### src/inc/serial_frame_cfg.svh
// Summary of operation
// - High is one, low is zero.
// - Line idles high before any message.
// - One low start bit opens each frame.
// - Data bits travel least significant first.
// - Stop bit high, slot ten or eleven.
// - Break is low for whole frames.
// - Sleeping receiver waits for idle string.
// - Set top data bit wakes sleeping receivers.
// - Sample at sixteen ticks, resync on start.
// - Three verification samples, two-of-three decides start.
// - One high verification sample sets noise.
// - Sample ticks 8,9,10, majority vote.
// - Disagreeing bit samples set noise flag.
// - Framing error forces artificial start qualifiers.
// - After break, require real one first.
// - Data window reads receive, writes transmit.
// - Receive transfer sets full flag on tick.
// - Transmit load only after byte sent.
// - Received ninth bit in control bit 7.
// - Transmit ninth bit from control bit 6.
// - Control bit 4 picks word length.
// - Control bit 3 picks wake method.
// - Sleep blocks flags; address wake stores byte.
/*
  Constants of the asynchronous serial frame core: register offsets, field
  positions and reset values. Assumes inclusion by bare name only.
*/
`ifndef SERIAL_FRAME_CFG_SVH
`define SERIAL_FRAME_CFG_SVH
`define OFS_DATA       4'h0
`define OFS_FRAME_CTRL 4'hE
`define OFS_CTRL2      4'h4
`define OFS_STATUS     4'h8
`define OFS_DIVIDER    4'hC
`define FC_RX_NINTH    7
`define FC_TX_NINTH    6
`define FC_LONG_WORD   4
`define FC_WAKE_ADDR   3
`define C2_TX_EN       0
`define C2_RX_EN       1
`define C2_SLEEP       2
`define ST_RX_FULL     0
`define ST_FRAME_ERR   1
`define ST_NOISE       2
`define ST_TX_EMPTY    3
`define DIV_RESET      16'h0043
`define TICKS_PER_BIT  5'h10
`define SAMPLE_A       4'h8
`define SAMPLE_B       4'h9
`define SAMPLE_C       4'hA
`define IDLE_TICKS_SHORT 8'hA0
`define IDLE_TICKS_LONG  8'hB0
`endif

### src/inc/serial_frame_pkg.sv
/*
  Types used by the device end of the serial link; the far end uses none.
  Assumes the cfg header for numeric constants.
*/
package serial_frame_pkg;
  typedef enum logic [1:0] {
    RX_IDLE   = 2'b00,
    RX_VERIFY = 2'b01,
    RX_FRAME  = 2'b10,
    RX_WAIT1  = 2'b11
  } rx_state_t;
  typedef enum logic [1:0] {
    TX_IDLE  = 2'b00,
    TX_SHIFT = 2'b01
  } tx_state_t;
  function automatic logic majority3(input logic a, input logic b, input logic c);
    return (a & b) | (a & c) | (b & c);
  endfunction
endpackage

### src/inc/serial_link_if.sv
/*
  The two serial wires between the device end and the far end.
  Assumes both ends run on the same mclk.
*/
`timescale 1ns/10ps
interface serial_link_if;
  logic toDevice;
  logic fromDevice;
  modport device (input toDevice, output fromDevice);
  modport remote (output toDevice, input fromDevice);
endinterface

### src/design/serial_tick_gen.sv
/*
  Programmable divider producing the oversample tick.
  Assumes a nonzero divisor; zero is treated as one.
*/
`timescale 1ns/10ps
module serial_tick_gen (
  input  wire logic        mclk,
  input  wire logic        reset_n,
  input  wire logic [15:0] divisor,
  output logic             tick
);
  logic [15:0] count_reg;
  logic [15:0] count_next;
  logic        tick_next;
  always_comb begin
    tick_next  = 1'b0;
    count_next = count_reg + 16'h0001;
    if (count_reg + 16'h0001 >= divisor) begin
      count_next = 16'h0000;
      tick_next  = 1'b1;
    end
  end
  always_ff @(posedge mclk or negedge reset_n) begin
    if (!reset_n) begin
      count_reg <= 16'h0000;
      tick      <= 1'b0;
    end else begin
      count_reg <= count_next;
      tick      <= tick_next;
    end
  end
endmodule

### src/design/serial_frame_device.sv
/*
  Device end: data window, frame control, receiver with start verification,
  majority voting, wake-up, and transmitter. Registers over Avalon-MM.
  Assumes serial input synchronous to mclk and a link partner on the interface.
*/
// Register access over Avalon-MM was left to the implementer.
`timescale 1ns/10ps
`include "serial_frame_cfg.svh"
module serial_frame_device (
  input  wire logic        mclk,
  input  wire logic        reset_n,
  input  wire logic [3:0]  address,
  input  wire logic        read,
  input  wire logic        write,
  input  wire logic [31:0] writedata,
  output logic [31:0]      readdata,
  output logic             waitrequest,
  serial_link_if.device    link
);
  logic        tick;
  logic [15:0] div_reg, div_next;
  logic [7:0]  fc_reg, fc_next;
  logic [2:0]  c2_reg, c2_next;
  logic        full_reg, full_next, fe_reg, fe_next, nf_reg, nf_next, te_reg, te_next;
  logic [7:0]  rdr_reg, rdr_next, tdr_reg, tdr_next;
  logic [31:0] readdata_next;
  logic        ack_reg;
  serial_frame_pkg::rx_state_t rxState_reg, rxState_next;
  logic [3:0]  rxTick_reg, rxTick_next;
  logic [3:0]  rxBit_reg, rxBit_next;
  logic [8:0]  rxShift_reg, rxShift_next;
  logic [2:0]  smp_reg, smp_next;
  logic        vnoise_reg, vnoise_next;
  logic [7:0]  ones_reg, ones_next;
  logic        forceStart_reg, forceStart_next;
  serial_frame_pkg::tx_state_t txState_reg, txState_next;
  logic [3:0]  txTick_reg, txTick_next;
  logic [3:0]  txBit_reg, txBit_next;
  logic [10:0] txShift_reg, txShift_next;
  logic        txOut_reg, txOut_next;
  logic        rdin, bitVal, bitNoise, longWord, rdAccess, wrAccess;
  logic [3:0]  lastBit;

  serial_tick_gen tickGen (
    .mclk    (mclk),
    .reset_n (reset_n),
    .divisor (div_reg),
    .tick    (tick)
  );

  assign rdin        = link.toDevice;
  assign link.fromDevice = txOut_reg;
  assign longWord    = fc_reg[`FC_LONG_WORD];
  assign lastBit     = longWord ? 4'hA : 4'h9;
  assign bitVal      = serial_frame_pkg::majority3(smp_reg[0], smp_reg[1], rdin);
  assign bitNoise    = !((smp_reg[0] == smp_reg[1]) && (smp_reg[1] == rdin));
  assign waitrequest = (read | write) & ~ack_reg;
  assign rdAccess    = read & ~ack_reg;
  assign wrAccess    = write & ~ack_reg;

  always_comb begin
    div_next = div_reg;
    fc_next  = fc_reg;
    c2_next  = c2_reg;
    tdr_next = tdr_reg;
    te_next  = te_reg;
    readdata_next = readdata;
    full_next = full_reg;
    fe_next   = fe_reg;
    nf_next   = nf_reg;
    rdr_next  = rdr_reg;
    rxState_next = rxState_reg;
    rxTick_next  = rxTick_reg;
    rxBit_next   = rxBit_reg;
    rxShift_next = rxShift_reg;
    smp_next     = smp_reg;
    vnoise_next  = vnoise_reg;
    ones_next    = ones_reg;
    forceStart_next = forceStart_reg;
    txState_next = txState_reg;
    txTick_next  = txTick_reg;
    txBit_next   = txBit_reg;
    txShift_next = txShift_reg;
    txOut_next   = txOut_reg;
    if (rdAccess) begin
      case (address)
        `OFS_DATA: begin
          readdata_next = {24'h000000, rdr_reg};
          full_next     = 1'b0;
        end
        `OFS_FRAME_CTRL: readdata_next = {24'h000000, fc_reg};
        `OFS_CTRL2:      readdata_next = {29'h00000000, c2_reg};
        `OFS_STATUS:     readdata_next = {28'h0000000, te_reg, nf_reg, fe_reg, full_reg};
        `OFS_DIVIDER:    readdata_next = {16'h0000, div_reg};
        default:         readdata_next = 32'h00000000;
      endcase
    end
    if (wrAccess) begin
      case (address)
        `OFS_DATA: begin
          tdr_next = writedata[7:0];
          te_next  = 1'b0;
        end
        `OFS_FRAME_CTRL: fc_next = {fc_reg[7], writedata[6:0] & 7'h58};
        `OFS_CTRL2:      c2_next = writedata[2:0];
        `OFS_STATUS: begin
          fe_next = fe_reg & ~writedata[`ST_FRAME_ERR];
          nf_next = nf_reg & ~writedata[`ST_NOISE];
        end
        `OFS_DIVIDER:    div_next = writedata[15:0];
        default: ;
      endcase
    end
    // Transmitter: one bit per sixteen ticks
    if (tick) begin
      case (txState_reg)
        serial_frame_pkg::TX_IDLE: begin
          txOut_next = 1'b1;
          if (c2_next[`C2_TX_EN] && !te_next) begin
            txShift_next = longWord ? {1'b1, fc_reg[`FC_TX_NINTH], tdr_next, 1'b0}
                                    : {2'b11, tdr_next, 1'b0};
            te_next      = 1'b1;
            txBit_next   = 4'h0;
            txTick_next  = 4'h0;
            txState_next = serial_frame_pkg::TX_SHIFT;
          end
        end
        serial_frame_pkg::TX_SHIFT: begin
          txTick_next = txTick_reg + 4'h1;
          if (txTick_reg == 4'h0) begin
            txOut_next   = txShift_reg[0];
            txShift_next = {1'b1, txShift_reg[10:1]};
            txBit_next   = txBit_reg + 4'h1;
          end
          if (txTick_reg == 4'hF && txBit_reg == lastBit + 4'h1)
            txState_next = serial_frame_pkg::TX_IDLE;
        end
        default: txState_next = serial_frame_pkg::TX_IDLE;
      endcase
    end
    // Receiver
    if (tick && c2_reg[`C2_RX_EN]) begin
      rxTick_next = rxTick_reg + 4'h1;
      // Idle string counted in ticks: ten or eleven whole bit times of high line
      if (rdin) ones_next = (ones_reg == 8'hFF) ? ones_reg : ones_reg + 8'h01;
      else      ones_next = 8'h00;
      if (!fc_reg[`FC_WAKE_ADDR] && c2_reg[`C2_SLEEP] && rxState_reg == serial_frame_pkg::RX_IDLE &&
          ones_reg >= (longWord ? `IDLE_TICKS_LONG : `IDLE_TICKS_SHORT))
        c2_next[`C2_SLEEP] = 1'b0;
      case (rxState_reg)
        serial_frame_pkg::RX_IDLE: begin
          // Detection tick is tick 1 of the bit; an artificial start waits for that slot
          if (forceStart_reg ? (rxTick_reg == 4'h1) : !rdin) begin
            rxState_next = serial_frame_pkg::RX_VERIFY;
            rxTick_next  = 4'h2;
            smp_next     = forceStart_reg ? 3'b111 : 3'b000;
            forceStart_next = 1'b0;
          end
        end
        serial_frame_pkg::RX_VERIFY: begin
          smp_next = {smp_reg[1:0], rdin};
          if (rxTick_reg == 4'h4) begin
            if (serial_frame_pkg::majority3(smp_reg[0], smp_reg[1], rdin)) begin
              rxState_next = serial_frame_pkg::RX_IDLE;
            end else begin
              vnoise_next  = smp_reg[0] | smp_reg[1] | rdin;
              rxState_next = serial_frame_pkg::RX_FRAME;
              rxBit_next   = 4'h0;
            end
          end
        end
        serial_frame_pkg::RX_FRAME: begin
          if (rxTick_reg == `SAMPLE_A || rxTick_reg == `SAMPLE_B)
            smp_next = {smp_reg[1:0], rdin};
          if (rxTick_reg == `SAMPLE_C) begin
            vnoise_next  = vnoise_reg | bitNoise;
            rxBit_next   = rxBit_reg + 4'h1;
            if (rxBit_reg != 4'h0 && rxBit_reg != lastBit)
              rxShift_next = longWord ? {bitVal, rxShift_reg[8:1]}
                                      : {1'b0, bitVal, rxShift_reg[7:1]};
            if (rxBit_reg == lastBit) begin
              rxState_next = serial_frame_pkg::RX_IDLE;
              if (!(c2_reg[`C2_SLEEP] && !(fc_reg[`FC_WAKE_ADDR] &&
                    (longWord ? rxShift_reg[8] : rxShift_reg[7])))) begin
                if (c2_reg[`C2_SLEEP]) c2_next[`C2_SLEEP] = 1'b0;
                rdr_next  = rxShift_reg[7:0];
                fc_next[`FC_RX_NINTH] = rxShift_reg[8];
                full_next = 1'b1;
                fe_next   = fe_reg | !bitVal;
                nf_next   = nf_reg | vnoise_reg | bitNoise;
              end
              if (!bitVal) begin
                if (rxShift_reg[7:0] == 8'h00 && !rxShift_reg[8]) begin
                  rxState_next = serial_frame_pkg::RX_WAIT1;
                end else begin
                  forceStart_next = 1'b1;
                  rxShift_next[8] = 1'b1;
                end
              end
              vnoise_next = 1'b0;
            end
          end
          if (rxTick_reg == 4'hF) rxTick_next = 4'h0;
        end
        serial_frame_pkg::RX_WAIT1: if (rdin) rxState_next = serial_frame_pkg::RX_IDLE;
        default: rxState_next = serial_frame_pkg::RX_IDLE;
      endcase
    end
  end

  always_ff @(posedge mclk or negedge reset_n) begin
    if (!reset_n) begin
      div_reg <= `DIV_RESET;
      c2_reg  <= 3'h0;
      tdr_reg <= 8'h00;
      te_reg  <= 1'b1;
      readdata <= 32'h00000000;
      ack_reg <= 1'b0;
      full_reg <= 1'b0;
      fe_reg  <= 1'b0;
      nf_reg  <= 1'b0;
      rdr_reg <= 8'h00;
      rxState_reg <= serial_frame_pkg::RX_IDLE;
      rxTick_reg  <= 4'h0;
      rxBit_reg   <= 4'h0;
      rxShift_reg <= 9'h000;
      smp_reg     <= 3'h0;
      vnoise_reg  <= 1'b0;
      ones_reg    <= 8'h00;
      forceStart_reg <= 1'b0;
      txState_reg <= serial_frame_pkg::TX_IDLE;
      txTick_reg  <= 4'h0;
      txBit_reg   <= 4'h0;
      txShift_reg <= 11'h7FF;
      txOut_reg   <= 1'b1;
    end else begin
      div_reg <= div_next;
      c2_reg  <= c2_next;
      tdr_reg <= tdr_next;
      te_reg  <= te_next;
      readdata <= readdata_next;
      ack_reg <= (read | write) & ~ack_reg;
      full_reg <= full_next;
      fe_reg  <= fe_next;
      nf_reg  <= nf_next;
      rdr_reg <= rdr_next;
      rxState_reg <= rxState_next;
      rxTick_reg  <= rxTick_next;
      rxBit_reg   <= rxBit_next;
      rxShift_reg <= rxShift_next;
      smp_reg     <= smp_next;
      vnoise_reg  <= vnoise_next;
      ones_reg    <= ones_next;
      forceStart_reg <= forceStart_next;
      txState_reg <= txState_next;
      txTick_reg  <= txTick_next;
      txBit_reg   <= txBit_next;
      txShift_reg <= txShift_next;
      txOut_reg   <= txOut_next;
    end
  end

  // Frame control: format bits survive reset, so no reset branch
  always_ff @(posedge mclk) begin
    fc_reg <= fc_next;
  end
endmodule

### src/flat_wrapper.sv
// flat-port wrapper written by rule: the top's interface ports become plain ports
module serial_frame_device_flat 
  (mclk, reset_n, address, read, write, writedata, readdata, waitrequest, link_toDevice, link_fromDevice);
  serial_link_if link_i ();
  input  wire logic mclk;
  input  wire logic reset_n;
  input  wire logic [3:0] address;
  input  wire logic read;
  input  wire logic write;
  input  wire logic [31:0] writedata;
  output logic [31:0] readdata;
  output logic waitrequest;
  input wire logic [$bits(link_i.toDevice)-1:0] link_toDevice;
  output wire logic [$bits(link_i.fromDevice)-1:0] link_fromDevice;
  assign link_i.toDevice = link_toDevice;
  assign link_fromDevice = link_i.fromDevice;
  serial_frame_device u_core (.mclk(mclk), .reset_n(reset_n), .address(address), .read(read), .write(write), .writedata(writedata), .readdata(readdata), .waitrequest(waitrequest), .link(link_i));
endmodule
### config.mk
export PLATFORM = sky130hd
export DESIGN_NAME = serial_frame_device_flat
export DESIGN_NICKNAME = d
export VERILOG_FILES = /design/src/inc/serial_frame_pkg.sv /design/src/inc/serial_link_if.sv /design/src/design/serial_tick_gen.sv /design/src/design/serial_frame_device.sv /design/src/flat_wrapper.sv
export VERILOG_INCLUDE_DIRS = /design/src /design/src/inc
export SDC_FILE = /design/constraint.sdc
export NUM_CORES = 1
export LEC_CHECK = 0
export BUFFER_PORTS_ARGS = -buffer_cell sky130_fd_sc_hd__buf_2
export CAP_MARGIN = 10
export CORE_MARGIN = 1
export CORE_UTILIZATION = 50
export CTS_BUF_LIST = sky130_fd_sc_hd__clkbuf_16
export DETAILED_ROUTE_END_ITERATION = 10
export PLACE_DENSITY = 0.7
export SKIP_LAST_GASP = 1
export SYNTH_ARGS = -nofsm -noshare
export SYNTH_HDL_FRONTEND = slang
export SYNTH_SLANG_ARGS = --single-unit
### constraint.sdc
create_clock -name mclk -period 3.9 [get_ports mclk]
set_clock_uncertainty 0.05 [all_clocks]
set_input_delay 0.195 -clock mclk [delete_from_list [all_inputs] [get_ports mclk]]
set_output_delay 0.195 -clock mclk [all_outputs]
set_load 0.01 [all_outputs]
==> results.cfg <==
[sta]
finalHoldViolations = 0
final.setup.tns_ns = 0
rsz0062_at_grt = false
finalCriticalPeriod_ns = 2.92
setup_viol = 0
slew_headroom = 0.445
worst_slew_pin_slew_ns = 0.832
fmax_mhz = 342
final-max-slew-violation-count = 0
worst_slack_ns = 0.979
fin_crit_sh = 0.749

[synthesis]
ys_seq_area_frac = 0.473
synthMostInstantiatedCell = dfrtp_1
synthesis.area_um2 = 6860
async_flop_share = 0.969
synth_edf_count = 4
ys_seq_elements = 128
synth_cells = 656
netlist-cell-type-count = 73
synth_warnings = 0
yosysTopAreaCellShare = 0.398
synth_ff_type = dfrtp_1
avgSynthCellArea_um2 = 10.5
synth_top_cells_by_count = 109 x dfrtp_1, 82 x nand2_1, 49 x inv_1
yosys-top-cells-area = dfrtp_1 40%, ha_1 6.7%, mux2_2 6.2%
synth_top_area_cell = dfrtp_1

[drt]
routedWlPerCell_um = 16.1
wl_um = 14500
drtIter0Drc = 360
drc = 0
postRouteAntennaNets = 0
routed_via_density = 5.52
drt_pass1_iterations = 5
vias = 4977

[placement]
place_ws_ns = 1.00
hpwl_um = 10000
dpl_cell_area_um2 = 7150
port_buffers = 42
gp_routability_congestion = 0.779

[setup_path]
cp.arrival_ns = 3.21
cp_max_fo = 16
reg2reg_depth = 12
crit_type = reg -> reg
rrSetupSlack_ns = 0.98
r2r-end = u_core.tickGen.count_reg[11]$_DFF_PN0_
cp.required_ns = 4.19
start_kind = flop
crit_path_end_kind = flop
crit-reg2reg-launch = u_core.tickGen.count_reg[0]$_DFF_PN0_

[clocking]
cts-resized-gates = 0
ctsHoldBuffers = 15
postCtsSetupBuffers = 0
cts_buffers = 17
htreeDepth = 4
clk_latency_ns = 0.42
clkSlewWorstSetupHoldPaths_ns = 0.06
cts_tree = yes
clock-sinks = 128
cts_buffer_depth = 2
root_buffer = clkbuf_16

[job]
cap_violations = 0

[global_routing]
grt_max_degree = 125
grt_antenna_before_repair = 1
grt_pass1_wl_um = 24300
grt_usage = 0.220
overflow = 0
grt_pass1_vias = 5015

[hold_path]
worstHoldStart = writedata[7]
worst_hold_path_type = in -> reg
hold_end = u_core.div_reg[7]$_DFFE_PN0P_
hold_depth = 2

[cells_and_area]
layout.nets = 789
finalInstanceArea_um2 = 7920
multi_input_area_um2 = 3260
fillers = 1097
register_area_um2 = 3240
drive_gt1_frac = 0.200
syn_to_final_growth_pct = 15.5

[floorplanning]
core_area_um2 = 13300
initial_core_util = 0.516
die-area_um2 = 14200
die_w_um = 119
fp-row-count = 42
die_height_um = 119
io_pins = 75

[power]
p_leak_nw = 3.85
ir_worst_vdd_mv = 0.315
power.density_nw_per_um2 = 541

[run_status]
status = finished clean
[critical path, stage by stage, from the launching register on]
cell	delay, ns
dfrtp_1	0.41
ha_1	0.20
and3_1	0.22
and4_1	0.31
nand2_1	0.09
xnor2_1	0.22
ha_1	0.29
nand4_1	0.12
nor2_1	0.07
a221oi_1	0.25
o221ai_1	0.22
buf_4	0.24
nor2b_1	0.14
[stage by stage]
| step | hold WS (ns) | power [mW] | cells | utilization |
|---|---|---|---|---|
| CTS | 0.00786 | 4.32 | 900 | 0.596 |
| detailed placement | 0.311 | 2.65 | 853 | 0.538 |
| global placement | 0.302 | 2.59 | 853 | 0.538 |
| floorplan | -0.151 | 2.41 | 671 | - |
| finish | 0.0136 | 4.29 | 901 | 0.596 |
| global route | 0.0218 | 4.54 | 901 | 0.596 |
[power breakdown]
group | internal (mW) | switching [mW] | leakage, nW
clock network | 1.04 | 0.597 | 0.296
registers | 1.58 | 0.205 | 1.60
logic | 0.415 | 0.452 | 1.95
total | 3.03 | 1.25 | 3.85
[cells in the final DEF, fill, tap and decap left out, drive strengths merged, types with 3 or more instances in the layout]
master	instances
dfrtp	109
nand2	82
inv	50
buf	45
mux2	38
ha	37
o21ai	32
nor2	24
mux2i	21
nand3	18
clkbuf	18
conb	16
and3	15
nor2b	15
dlygate4sd3	15
dfstp	15
a21oi	12
a22o	12
xnor2	11
nand2b	9
nand4	9
nor3	8
xor2	7
clkinv	7
nand3b	6
a21o	6
a22oi	6
or3	6
a31oi	5
and2	4
and4	4
edfxtp	4
a211oi	3
o31ai	3
o22ai	3
mux4	3
bufinv	3
clkinvlp	3
a2bb2oi	3
[kinds of logic (layout without fill, tap and decap cells)]
logic type | count (synthesis) | after routing | share of synthesized area
DFF | 128 | 128 | 0.473
muxes | 62 | 62 | 0.103
xor gates and xnor gates | 18 | 18 | 0.0230
adders and majority gates | 37 | 37 | 0.0675
other | 1 | 17 | 0.000547
buffers and inverters | 88 | 141 | 0.0604
AOI/OAI and AO/OA | 108 | 108 | 0.110
and+or+nand+nor | 214 | 214 | 0.163
[worst max-delay path by stage]
stage	startpoint	endpoint	slack, ns	cells past startpoint
3_3_place_gp	u_core.tickGen.count_reg[0]$_DFF_PN0_	u_core.tickGen.count_reg[8]$_DFF_PN0_	1.07	12
5_1_grt	u_core.tickGen.count_reg[0]$_DFF_PN0_	u_core.tickGen.count_reg[3]$_DFF_PN0_	0.76	12
4_1_cts	u_core.tickGen.count_reg[0]$_DFF_PN0_	u_core.tickGen.count_reg[11]$_DFF_PN0_	0.97	11
6_report	u_core.tickGen.count_reg[0]$_DFF_PN0_	u_core.tickGen.count_reg[11]$_DFF_PN0_	0.98	12
3_5_place_dp	u_core.tickGen.count_reg[0]$_DFF_PN0_	u_core.tickGen.count_reg[11]$_DFF_PN0_	1.00	12
2_1_floorplan	u_core.tickGen.count_reg[0]$_DFF_PN0_	u_core.tickGen.count_reg[10]$_DFF_PN0_	1.09	12
[area by class of cell]
class / instances / share of cell area
Tap cell: 176 / 0.0278
Antenna cell: 1 / 0.000316
Sequential cell: 128 / 0.409
Clock inverter: 14 / 0.0208
Clock buffer: 18 / 0.0569
Inverter: 49 / 0.0232
Multi-Input combinational cell: 455 / 0.412
Timing Repair Buffer: 60 / 0.0502
[layer usage]
metal | vias to the layer above | routed length (um) | track usage
met2 | 125 | 6880 | 0.357
met1 | 2432 | 6630 | 0.286
li1 | 2387 | - | -
met4 | 0 | 391 | 0.0957
met3 | 33 | 576 | 0.0455
met5 | - | 0 | 0
Power figures use the tool's default switching activity.
